--- config.mk ---
export PLATFORM = sky130hd
export DESIGN_NAME = scp_cmd
export DESIGN_NICKNAME = d
export VERILOG_FILES = /design/src/scp_pkg.sv /design/src/scp_cmd.sv
export SDC_FILE = /design/constraint.sdc
export NUM_CORES = 1
export LEC_CHECK = 0
export ABC_AREA = 1
export BUFFER_PORTS_ARGS = -buffer_cell sky130_fd_sc_hd__buf_2
export CAP_MARGIN = 20
export CORE_MARGIN = 4
export CORE_UTILIZATION = 50
export DETAILED_ROUTE_END_ITERATION = 7
export PLACE_DENSITY = 0.71
export SLEW_MARGIN = 0
export SYNTH_ARGS = -nofsm -noshare
export SYNTH_HDL_FRONTEND = slang
export SYNTH_SLANG_ARGS = --single-unit
--- constraint.sdc ---
create_clock -name core_clk -period 19.7 [get_ports core_clk]
set_input_delay 2.955 -clock core_clk [delete_from_list [all_inputs] [get_ports core_clk]]
set_output_delay 2.955 -clock core_clk [all_outputs]
set_load 0.005 [all_outputs]
--- src/scp_pkg.sv ---
/*
  Constants, carrier types and the check-word function of the serial
  register command interpreter.
  Assumes one 100 MHz core clock; nothing else is shared.
*/
package scp_pkg;

  // ------------------------------------------------------------------
  // timing
  // ------------------------------------------------------------------
  localparam int CLK_HZ    = 100_000_000;
  localparam int BAUD_RATE = 115200;
  localparam int BIT_CYC   = CLK_HZ / BAUD_RATE;   // cycles per bit
  localparam int HALF_CYC  = BIT_CYC / 2;
  localparam int DATA_BITS = 8;

  // ------------------------------------------------------------------
  // packet layout and codes
  // ------------------------------------------------------------------
  localparam logic [7:0]  PREFIX_0      = 8'h01;
  localparam logic [7:0]  PREFIX_1      = 8'h00;
  localparam logic [15:0] HDR_LEN       = 16'h0010;
  localparam logic [15:0] CHK_START     = 16'h0006; // first checked byte
  localparam logic [15:0] HDR_LAST      = 16'h000F;
  localparam logic [15:0] FLAG_RESP     = 16'h4001;
  localparam logic [15:0] FLAG_NORESP   = 16'h0001;
  localparam logic [15:0] FLAG_OK       = 16'h0000;
  localparam logic [15:0] CMD_READ      = 16'h0800;
  localparam logic [15:0] CMD_READ_ACK  = 16'h0801;
  localparam logic [15:0] CMD_WRITE     = 16'h0802;
  localparam logic [15:0] CMD_WRITE_ACK = 16'h0803;
  localparam logic [15:0] RD_DED_LEN    = 16'h000C;
  localparam logic [15:0] ADDR_BYTES    = 16'h0008;
  localparam logic [15:0] WR_ACK_LEN    = 16'h0004;

  // ------------------------------------------------------------------
  // check word
  // ------------------------------------------------------------------
  localparam logic [15:0] CRC_POLY = 16'h1021;
  localparam logic [15:0] CRC_INIT = 16'hFFFF;

  // one byte folded into the running check word, msb first
  function automatic logic [15:0] crc16_byte(input logic [15:0] crc,
                                             input logic [7:0]  data);
    logic [15:0] c;
    c = crc ^ {data, 8'h00};
    for (int i = 0; i < 8; i++) begin
      c = c[15] ? ((c << 1) ^ CRC_POLY) : (c << 1);
    end
    return c;
  endfunction : crc16_byte

  // ------------------------------------------------------------------
  // carriers
  // ------------------------------------------------------------------
  typedef struct packed {
    logic        req;    // access pending until ack
    logic        we;     // 1 write, 0 read
    logic [63:0] addr;   // register address
    logic [15:0] idx;    // byte index within the register
    logic [7:0]  wdata;  // byte to write
  } scp_reg_cmd_s;

  typedef enum logic [4:0] {
    ST_RECV   = 5'b00001,
    ST_CHECK  = 5'b00010,
    ST_ACCESS = 5'b00100,
    ST_CALC   = 5'b01000,
    ST_SEND   = 5'b10000
  } scp_state_e;

endpackage : scp_pkg

--- src/scp_cmd.sv ---
/*
  Serial register command interpreter: uart receiver and transmitter,
  packet parser and checker, byte-wise register access port, response
  builder.
  Assumes the register side answers each byte request with reg_ack.
*/
`timescale 1ns/1ps
module scp_cmd #(
  parameter int MAX_DATA = 16,               // largest register payload in bytes
  parameter int BIT_CYC  = scp_pkg::BIT_CYC  // core cycles per serial bit
) (
  input  wire logic                  core_clk,
  input  wire logic                  rst,
  input  wire logic                  ser_rx,
  output      logic                  ser_tx,
  output      scp_pkg::scp_reg_cmd_s reg_cmd,
  input  wire logic [7:0]            reg_rdata,
  input  wire logic                  reg_ack,
  output      logic                  pkt_drop
);

  // ------------------------------------------------------------------
  // receive pin synchroniser
  // ------------------------------------------------------------------
  logic        rx_s1, rx_s2, rx_s3, rx_lvl;
  // a change counts once second and third stages agree
  always_ff @(posedge core_clk or posedge rst) begin
    if (rst) begin
      rx_s1  <= 1'b1;
      rx_s2  <= 1'b1;
      rx_s3  <= 1'b1;
      rx_lvl <= 1'b1;
    end else begin
      rx_s1 <= ser_rx;
      rx_s2 <= rx_s1;
      rx_s3 <= rx_s2;
      if (rx_s2 == rx_s3) rx_lvl <= rx_s3;
    end
  end

  // ------------------------------------------------------------------
  // uart receiver
  // ------------------------------------------------------------------
  logic        rx_busy;
  logic [15:0] rx_cnt;
  logic [3:0]  rx_bit;
  logic [7:0]  rx_sh;
  logic        rx_vld;
  logic [7:0]  rx_byte;
  // start edge, half-bit check, eight data bits, stop bit
  always_ff @(posedge core_clk or posedge rst) begin
    if (rst) begin
      rx_busy <= 1'b0;
      rx_cnt  <= 16'h0000;
      rx_bit  <= 4'h0;
      rx_sh   <= 8'h00;
      rx_vld  <= 1'b0;
      rx_byte <= 8'h00;
    end else begin
      rx_vld <= 1'b0;
      if (!rx_busy) begin
        if (!rx_lvl) begin
          rx_busy <= 1'b1;
          rx_cnt  <= 16'(BIT_CYC / 2 - 1);
          rx_bit  <= 4'h0;
        end
      end else if (rx_cnt != 16'h0000) begin
        rx_cnt <= rx_cnt - 16'h0001;
      end else begin
        rx_cnt <= 16'(BIT_CYC - 1);
        rx_bit <= rx_bit + 4'h1;
        if (rx_bit == 4'h0) begin
          if (rx_lvl) rx_busy <= 1'b0;          // false start
        end else if (rx_bit <= 4'(scp_pkg::DATA_BITS)) begin
          rx_sh <= {rx_lvl, rx_sh[7:1]};
        end else begin
          rx_busy <= 1'b0;
          rx_vld  <= rx_lvl;                    // no parity, stop must be high
          rx_byte <= rx_sh;
        end
      end
    end
  end

  // ------------------------------------------------------------------
  // uart transmitter
  // ------------------------------------------------------------------
  logic        tx_go;
  logic [7:0]  tx_data;
  logic        tx_busy;
  logic [15:0] tx_cnt;
  logic [3:0]  tx_bit;
  logic [9:0]  tx_sh;
  // start bit, eight data bits lsb first, stop bit
  always_ff @(posedge core_clk or posedge rst) begin
    if (rst) begin
      tx_busy <= 1'b0;
      tx_cnt  <= 16'h0000;
      tx_bit  <= 4'h0;
      tx_sh   <= 10'h3FF;
      ser_tx  <= 1'b1;
    end else if (!tx_busy) begin
      ser_tx <= 1'b1;
      if (tx_go) begin
        tx_busy <= 1'b1;
        tx_sh   <= {1'b1, tx_data, 1'b0};
        tx_cnt  <= 16'h0000;
        tx_bit  <= 4'h0;
      end
    end else if (tx_cnt != 16'h0000) begin
      tx_cnt <= tx_cnt - 16'h0001;
    end else if (tx_bit == 4'hA) begin
      tx_busy <= 1'b0;
    end else begin
      ser_tx <= tx_sh[0];
      tx_sh  <= {1'b1, tx_sh[9:1]};
      tx_bit <= tx_bit + 4'h1;
      tx_cnt <= 16'(BIT_CYC - 1);
    end
  end

  // ------------------------------------------------------------------
  // packet state
  // ------------------------------------------------------------------
  scp_pkg::scp_state_e state;
  logic [15:0] idx;                 // byte index in packet
  logic [7:0]  hdr [16];
  logic [7:0]  buf_mem [MAX_DATA];
  logic [63:0] addr;
  logic [15:0] rd_len;
  logic [15:0] crc_run, crc_hdr;
  logic [15:0] acc_idx, acc_len;
  logic        is_rd, resp;

  // header fields, most significant byte first
  wire  [15:0] f_hchk  = {hdr[2], hdr[3]};
  wire  [15:0] f_pchk  = {hdr[4], hdr[5]};
  wire  [15:0] f_chan  = {hdr[6], hdr[7]};
  wire  [15:0] f_flags = {hdr[8], hdr[9]};
  wire  [15:0] f_cmd   = {hdr[10], hdr[11]};
  wire  [15:0] f_dlen  = {hdr[12], hdr[13]};
  wire  [15:0] f_seq   = {hdr[14], hdr[15]};
  wire  [15:0] max_d   = 16'(MAX_DATA);

  // receive-side decode
  wire         rx_take  = (state == scp_pkg::ST_RECV) && rx_vld;
  wire         pfx_bad  = ((idx == 16'h0000) && (rx_byte != scp_pkg::PREFIX_0)) ||
                          ((idx == 16'h0001) && (rx_byte != scp_pkg::PREFIX_1));
  wire  [15:0] ded_idx  = idx - scp_pkg::HDR_LEN;
  wire  [15:0] wr_idx   = ded_idx - scp_pkg::ADDR_BYTES;
  wire         pkt_last = (idx >= scp_pkg::HDR_LAST) &&
                          (idx == scp_pkg::HDR_LAST + f_dlen);
  wire         hdr_done = (idx == scp_pkg::HDR_LAST);
  wire  [15:0] crc_rx   = scp_pkg::crc16_byte(crc_run, rx_byte);

  // packet acceptance
  wire         chk_ok   = (crc_hdr == f_hchk) && (crc_run == f_pchk);
  wire         chan_ok  = (f_chan == 16'h0000);
  wire         flag_ok  = (f_flags == scp_pkg::FLAG_RESP) ||
                          (f_flags == scp_pkg::FLAG_NORESP);
  wire         rd_ok    = (f_cmd == scp_pkg::CMD_READ) && (f_dlen == scp_pkg::RD_DED_LEN) &&
                          (rd_len != 16'h0000) && (rd_len <= max_d);
  wire         wr_ok    = (f_cmd == scp_pkg::CMD_WRITE) &&
                          (f_dlen > scp_pkg::ADDR_BYTES) &&
                          (f_dlen <= scp_pkg::ADDR_BYTES + max_d);
  wire         pkt_ok   = chk_ok && chan_ok && flag_ok && (rd_ok || wr_ok);

  // response layout
  wire  [15:0] resp_len = is_rd ? acc_len : scp_pkg::WR_ACK_LEN;
  wire  [15:0] tx_total = scp_pkg::HDR_LEN + resp_len;
  wire  [15:0] ack_cmd  = is_rd ? scp_pkg::CMD_READ_ACK : scp_pkg::CMD_WRITE_ACK;
  wire  [15:0] tx_didx  = idx - scp_pkg::HDR_LEN;
  logic [7:0]  tx_byte;

  // response byte at position idx
  always_comb begin
    case (idx)
      16'h0000: tx_byte = scp_pkg::PREFIX_0;
      16'h0001: tx_byte = scp_pkg::PREFIX_1;
      16'h0002: tx_byte = crc_hdr[15:8];
      16'h0003: tx_byte = crc_hdr[7:0];
      16'h0004: tx_byte = crc_run[15:8];
      16'h0005: tx_byte = crc_run[7:0];
      16'h0006: tx_byte = 8'h00;
      16'h0007: tx_byte = 8'h00;
      16'h0008: tx_byte = scp_pkg::FLAG_OK[15:8];
      16'h0009: tx_byte = scp_pkg::FLAG_OK[7:0];
      16'h000A: tx_byte = ack_cmd[15:8];
      16'h000B: tx_byte = ack_cmd[7:0];
      16'h000C: tx_byte = resp_len[15:8];
      16'h000D: tx_byte = resp_len[7:0];
      16'h000E: tx_byte = f_seq[15:8];
      16'h000F: tx_byte = f_seq[7:0];
      default:  tx_byte = is_rd ? buf_mem[tx_didx[$clog2(MAX_DATA)-1:0]] : 8'h00;
    endcase
  end

  wire  [15:0] crc_tx  = scp_pkg::crc16_byte(crc_run, tx_byte);
  wire         acc_end = (acc_idx == acc_len - 16'h0001);
  // register access port, one byte per handshake
  assign reg_cmd.req   = (state == scp_pkg::ST_ACCESS);
  assign reg_cmd.we    = !is_rd;
  assign reg_cmd.addr  = addr;
  assign reg_cmd.idx   = acc_idx;
  assign reg_cmd.wdata = buf_mem[acc_idx[$clog2(MAX_DATA)-1:0]];
  assign tx_data       = tx_byte;

  // ------------------------------------------------------------------
  // packet sequencer
  // ------------------------------------------------------------------
  always_ff @(posedge core_clk or posedge rst) begin
    if (rst) begin
      state    <= scp_pkg::ST_RECV;
      idx      <= 16'h0000;
      addr     <= 64'h0;
      rd_len   <= 16'h0000;
      crc_run  <= scp_pkg::CRC_INIT;
      crc_hdr  <= scp_pkg::CRC_INIT;
      acc_idx  <= 16'h0000;
      acc_len  <= 16'h0000;
      is_rd    <= 1'b0;
      resp     <= 1'b0;
      tx_go    <= 1'b0;
      pkt_drop <= 1'b0;
      for (int i = 0; i < 16; i++) hdr[i] <= 8'h00;
      for (int i = 0; i < MAX_DATA; i++) buf_mem[i] <= 8'h00;
    end else begin
      tx_go    <= 1'b0;
      pkt_drop <= 1'b0;
      case (state)
        scp_pkg::ST_RECV: begin
          if (rx_take) begin
            if (pfx_bad) begin
              idx <= 16'h0000;
            end else begin
              idx <= idx + 16'h0001;
              if (idx < scp_pkg::HDR_LEN) hdr[idx[3:0]] <= rx_byte;
              if (idx == 16'h0000) crc_run <= scp_pkg::CRC_INIT;
              if (idx >= scp_pkg::CHK_START) crc_run <= crc_rx;
              if (hdr_done) crc_hdr <= crc_rx;
              if ((idx >= scp_pkg::HDR_LEN) && (ded_idx < scp_pkg::ADDR_BYTES))
                addr <= {addr[55:0], rx_byte};
              if ((ded_idx >= scp_pkg::ADDR_BYTES) && (idx >= scp_pkg::HDR_LEN)) begin
                rd_len <= {rd_len[7:0], rx_byte};
                if (wr_idx < max_d) buf_mem[wr_idx[$clog2(MAX_DATA)-1:0]] <= rx_byte;
              end
              if (pkt_last) state <= scp_pkg::ST_CHECK;
            end
          end
        end
        scp_pkg::ST_CHECK: begin
          idx     <= 16'h0000;
          acc_idx <= 16'h0000;
          is_rd   <= (f_cmd == scp_pkg::CMD_READ);
          resp    <= (f_flags == scp_pkg::FLAG_RESP);
          acc_len <= (f_cmd == scp_pkg::CMD_READ) ? rd_len : f_dlen - scp_pkg::ADDR_BYTES;
          if (pkt_ok) begin
            state <= scp_pkg::ST_ACCESS;
          end else begin
            state    <= scp_pkg::ST_RECV;
            pkt_drop <= 1'b1;
          end
        end
        scp_pkg::ST_ACCESS: begin
          if (reg_ack) begin
            if (is_rd) buf_mem[acc_idx[$clog2(MAX_DATA)-1:0]] <= reg_rdata;
            acc_idx <= acc_idx + 16'h0001;
            if (acc_end) begin
              idx     <= scp_pkg::CHK_START;
              crc_run <= scp_pkg::CRC_INIT;
              state   <= resp ? scp_pkg::ST_CALC : scp_pkg::ST_RECV;
              if (!resp) idx <= 16'h0000;
            end
          end
        end
        scp_pkg::ST_CALC: begin
          crc_run <= crc_tx;
          if (idx == scp_pkg::HDR_LAST) crc_hdr <= crc_tx;
          if (idx == tx_total - 16'h0001) begin
            idx   <= 16'h0000;
            state <= scp_pkg::ST_SEND;
          end else begin
            idx <= idx + 16'h0001;
          end
        end
        scp_pkg::ST_SEND: begin
          if (tx_go) idx <= idx + 16'h0001;          // step only once the byte is loaded
          if (!tx_busy && !tx_go) begin
            if (idx == tx_total) begin
              idx   <= 16'h0000;
              state <= scp_pkg::ST_RECV;
            end else begin
              tx_go <= 1'b1;
            end
          end
        end
        default: state <= scp_pkg::ST_RECV;
      endcase
    end
  end

endmodule : scp_cmd

======== After elaboration in Yosys (flattened, before gate mapping) ========
Cells that the tools add are included.
word-level totals
  bits in registers ....................... 499
  input bits .............................. 12
  output and inout bits ................... 92
operators by class
  add/subtract/negate cells ............... 13
  $lt $le $gt $ge ......................... 18
  equal/unequal tests ..................... 53
  mux-type cells .......................... 117
  bitwise operators ....................... 26
  reductions and logical operators ........ 54
operators with widths
  operator                                                               count
  128-bit two-way mux                                                    6
  16-bit two-way mux                                                     28
  128-bit bitwise mux                                                    3
  128-bit case mux with 2 select lines                                   1
  13-bit two-way mux                                                     16
  16-bit by 4-bit == test with 1-bit output (second input constant)      9
  8-bit demux with 4-bit select                                          3
  16-bit == test                                                         6
  8-bit case mux with 12 select lines                                    1
  16-bit case mux with 5 select lines                                    1
  8-bit binary-select mux with 4-bit select                              2
  16-bit by 3-bit == test with 1-bit output (second input constant)      4
  8-bit two-way mux                                                      8
  16-bit case mux with 2 select lines                                    2
  16-bit by 1-bit subtractor with 16-bit output (second input constant)  4
  3-bit inverter                                                         16
  16-bit case mux with 3 select lines                                    1
  16-bit nonzero test                                                    3
  10-bit two-way mux                                                     4
  5-bit two-way mux                                                      8
  16-bit by 1-bit adder with 16-bit output (second input constant)       2
  16-bit by 1-bit == test with 1-bit output (second input constant)      2
  16-bit by 12-bit == test with 1-bit output (second input constant)     2
  16-bit by 2-bit == test with 1-bit output (second input constant)      2
  53 further kinds                                                       147

======== Logic depth before layout (Yosys ltp) ========
  depth after elaboration ................. 26
  gate-level depth with buffers ........... 22

======== Least setup slack after synthesis ========
Ideal clock, no wire load.
  path type ............................... flip-flop to output port
  start ................................... reg acc_idx[0]
  end ..................................... out reg_cmd[0] (netlist name)
  arrival time ............................ 1.671 ns
  required time ........................... 16.745 ns
  slack ................................... 15.074 ns
  cell stages (with the launch flop) ...... 8
  buffers on the path ..................... 3
  cell sequence ........................... dfrtp_1 > clkbuf_1 > inv_1 > clkbuf_1 > clkbuf_1 > o21ai_0 > nand2_1 > a2111o_1
RTL lines
  element                   line            source
  start: declaration        scp_cmd.sv:132  logic [15:0] acc_idx, acc_len;
  start signal: assignment  scp_cmd.sv:267  acc_idx <= acc_idx + 16'h0001;
  end: declaration          scp_cmd.sv:16   output scp_pkg::scp_reg_cmd_s reg_cmd,

==> results.py <==
metrics = {
    "grt": {
        "first_global_vias": 28200,
        "grt_overflow": 0,
        "grt_pass1_wl_mm": 170,
        "grt_usage_pct": 32.6,
        "grt_start_max_net_pins": 160,
        "antenna_found_initial": 0,
    },
    "power": {
        "ir_worst_vdd_mv": 0.0665,
        "intPower_mw": 1.67,
        "p_clk_share_pct": 52.6,
        "p_per_area_nw_per_um2": 64.3,
        "cellLeakagePower_nw": 16.2,
        "combPwrFrac_pct": 1.4,
        "p_seq_share_pct": 46.0,
        "power.share.switching_pct": 22.3,
        "power.switching_mw": 0.481,
    },
    "cts": {
        "clk_pin_slew_ns": 0.06,
        "cts_tree": "done",
        "insertion_delay_ns": 0.64,
        "cts_hold_buf": 0,
        "cts.sinks": 482,
        "cts_buffers": 54,
        "cts-root-buf": "clkbuf_16",
        "cts_resized": 0,
        "h-tree-depth": 2,
        "clockBufferDepth": 3,
        "post_cts.repair.setup_buffers": 0,
    },
    "drt": {
        "drt_iter0_markers": 4185,
        "ant_nets": 0,
        "routedWlPerCell_um": 21.5,
        "num_vias": 31200,
        "drcViolationCount": 0,
        "routed_wirelength_mm": 111,
        "viasPerCell": 6.07,
        "dr.pass1.iters": 6,
    },
    "sta": {
        "clock_skew_ns": 0.0214,
        "max_freq_ghz": 0.163,
        "drv_slew": 0,
        "tns_ns": 0,
        "tightestPinTransition_ns": 1.17,
        "post-route-period-util_pct": 31.2,
        "max-slew-margin-rel_pct": 22.2,
        "finalSetupViolations": 0,
        "rsz0062_at_grt": "false",
        "hold_viol": 0,
        "fin_crit_ns": 6.14,
    },
    "setup_path": {
        "cp_slowest_cell": "dfrtp_2",
        "critPathArrivalTime_ns": 3.19,
        "cpPeakStageDelay_ns": 1.12,
        "critPathBufInv": 2,
        "startpoint_type": "flip-flop",
        "crit_family": "flip-flops",
        "required_ns": 16.75,
        "crit_path_end_kind": "output pin",
        "worstSetupPathType": "flip-flop to output pin",
        "timing.critical_path.cells": "inv_1 > a21oi_1 > o21ai_0 > a21boi_0 > a2111o_1 > buf_2",
        "path_max_fanout": 62,
    },
    "floorplan": {
        "die_w_um": 256,
        "start_util_pct": 50.7,
        "ios": 104,
        "rows": 90,
        "dieArea_um2": 65400,
        "coreArea_um2": 60600,
        "fp.dieH_um": 256,
    },
    "synthesis": {
        "synth_edf_count": 0,
        "synthCells": 4317,
        "yosysSeqAreaShare_pct": 39.5,
        "ys_async_sr_fraction_pct": 100,
        "syn_nets": 4363,
        "synth_area_leaders": "dfrtp_1 35%, nand2_1 16%, o21ai_0 6.5%",
        "ys_ff_latch": 482,
        "synth_area_um2": 30700,
        "synth.avg_cell_area_um2": 7.11,
        "synth_cell_types": 62,
        "synth_top_area_cell": "dfrtp_1",
        "ys.flop_type": "dfrtp_1",
        "yosys_warnings": 0,
        "synth_top_area_share_pct": 35.4,
    },
    "place": {
        "globalplace.congestion": 1.02,
        "dpl.hpwl_mm": 76.6,
        "dp.cells": 5034,
        "io_buffers": 103,
    },
    "layout": {
        "fin_nets": 4354,
        "fillers": 5920,
        "instances_no_fill": 5135,
        "final_common_cell": "nand2_1",
        "drive_gt1_share_pct": 10.3,
        "mostFrequentLayoutCells": "1,282 x nand2_1, 432 x dfrtp_1, 400 x o21ai_0",
        "syn2layout_area_growth_pct": 9.23,
    },
    "run_status": {
        "status": "finished, final reports clean",
    },
    "flow_run": {
        "drv_cap": 0,
    },
    "worst_hold_path": {
        "hp-class": "flip-flop to flip-flop",
    },
}
## area by class of cell
class                      count  area, um2  area share [%]
multi-input combinational   3244      16200            48.2
sequential                   482      12100            36.1
clock buffer                  68       1480            4.42
inverter                     378       1430            4.25
tap                          782        978            2.92
timing repair buffer         148        866            2.58
clock inverter                32        490            1.46
antenna                        1       2.50         0.00746
## logic make-up after synthesis
logic type      share of synthesized area, %
simple gates                            32.4
compound gates                          12.9
buf+inv                                 7.93
flops                                   39.5
xor+xnor                                3.79
mux                                     2.09
fa+ha+maj                               1.42
## stage by stage
stage / util [%] / instance area (um2) / hold WS (ns) / worst slack [ns] / total power, mW
after floorplan: - / 30700 / 0.345 / 3.37 / 1.03
after global placement: 52.1 / 31600 / 0.347 / 14.06 / 1.04
after detailed placement: 52.1 / 31600 / 0.355 / 14.07 / 1.04
after CTS: 55.4 / 33500 / 0.364 / 13.64 / 2.16
after global routing: 55.4 / 33500 / 0.366 / 13.44 / 2.21
final: 55.4 / 33500 / 0.363 / 13.56 / 2.16
## synthesized netlist by cell type, types with 47 or more instances
library cell and n:
nand2_1 1282, dfrtp_1 435, o21ai_0 400, nor2_1 377, inv_1 336, nand3_1 252, nand4_1 211, a21oi_1 153
clkbuf_1 140, xor2_1 96, o22ai_1 93, nor3_1 64, mux2_2 57, dfstp_2 47
## worst paths after layout
kind	start	to	cells after the start	slack, ns
worst max-delay path	acc_idx[1]$_DFFE_PP0P_	reg_cmd[0]	6	13.56
worst min-delay path	rx_s1$_DFF_PP1_	rx_s2$_DFF_PP1_	0	0.36
worst max register to register	idx[1]$_DFFE_PP0P_	buf_mem[108]$_DFFE_PP0P_	19	14.40
worst min register to register	rx_s1$_DFF_PP1_	rx_s2$_DFF_PP1_	0	0.36
max in group asynchronous	rst	f_hchk[11]$_DFFE_PP0P_	4	14.91
min in group asynchronous	rst	acc_idx[8]$_DFFE_PP0P_	2	2.46
## power by group through the flow
stage          Clock [mW]  Combinational, mW  Sequential [mW]
2_1_floorplan           0             0.0183             1.01
3_3_place_gp            0             0.0311             1.01
3_5_place_dp            0             0.0312             1.01
4_1_cts              1.14             0.0311            0.992
5_1_grt              1.18             0.0344            0.991
6_report             1.13             0.0301            0.992
## registers in the layout, indices dropped and copies added, names as in the netlist, 5 cells and up
| register | cells |
|---|---|
| f_pchk | 16 |
| tx_sh | 9 |
| crc_run | 16 |
| addr | 64 |
| state | 5 |
| f_seq | 16 |
| buf_mem | 128 |
| idx | 16 |
| f_chan | 16 |
| f_dlen | 16 |
| f_cmd | 16 |
| rx_byte | 8 |
| crc_hdr | 16 |
| rx_sh | 8 |
| f_flags | 16 |
| tx_cnt | 16 |
| rd_len | 16 |
| rx_cnt | 16 |
| f_hchk | 16 |
| acc_idx | 16 |
| acc_len | 16 |
## metal layers
metal | part of all wire, % | global-route usage [%]
met4 | 5.0 | 13.7
met2 | 44 | 49.7
met3 | 11 | 6.84
met5 | 0 | 0
met1 | 41 | 45.2
Note: power is estimated with default switching activity, not from simulation.
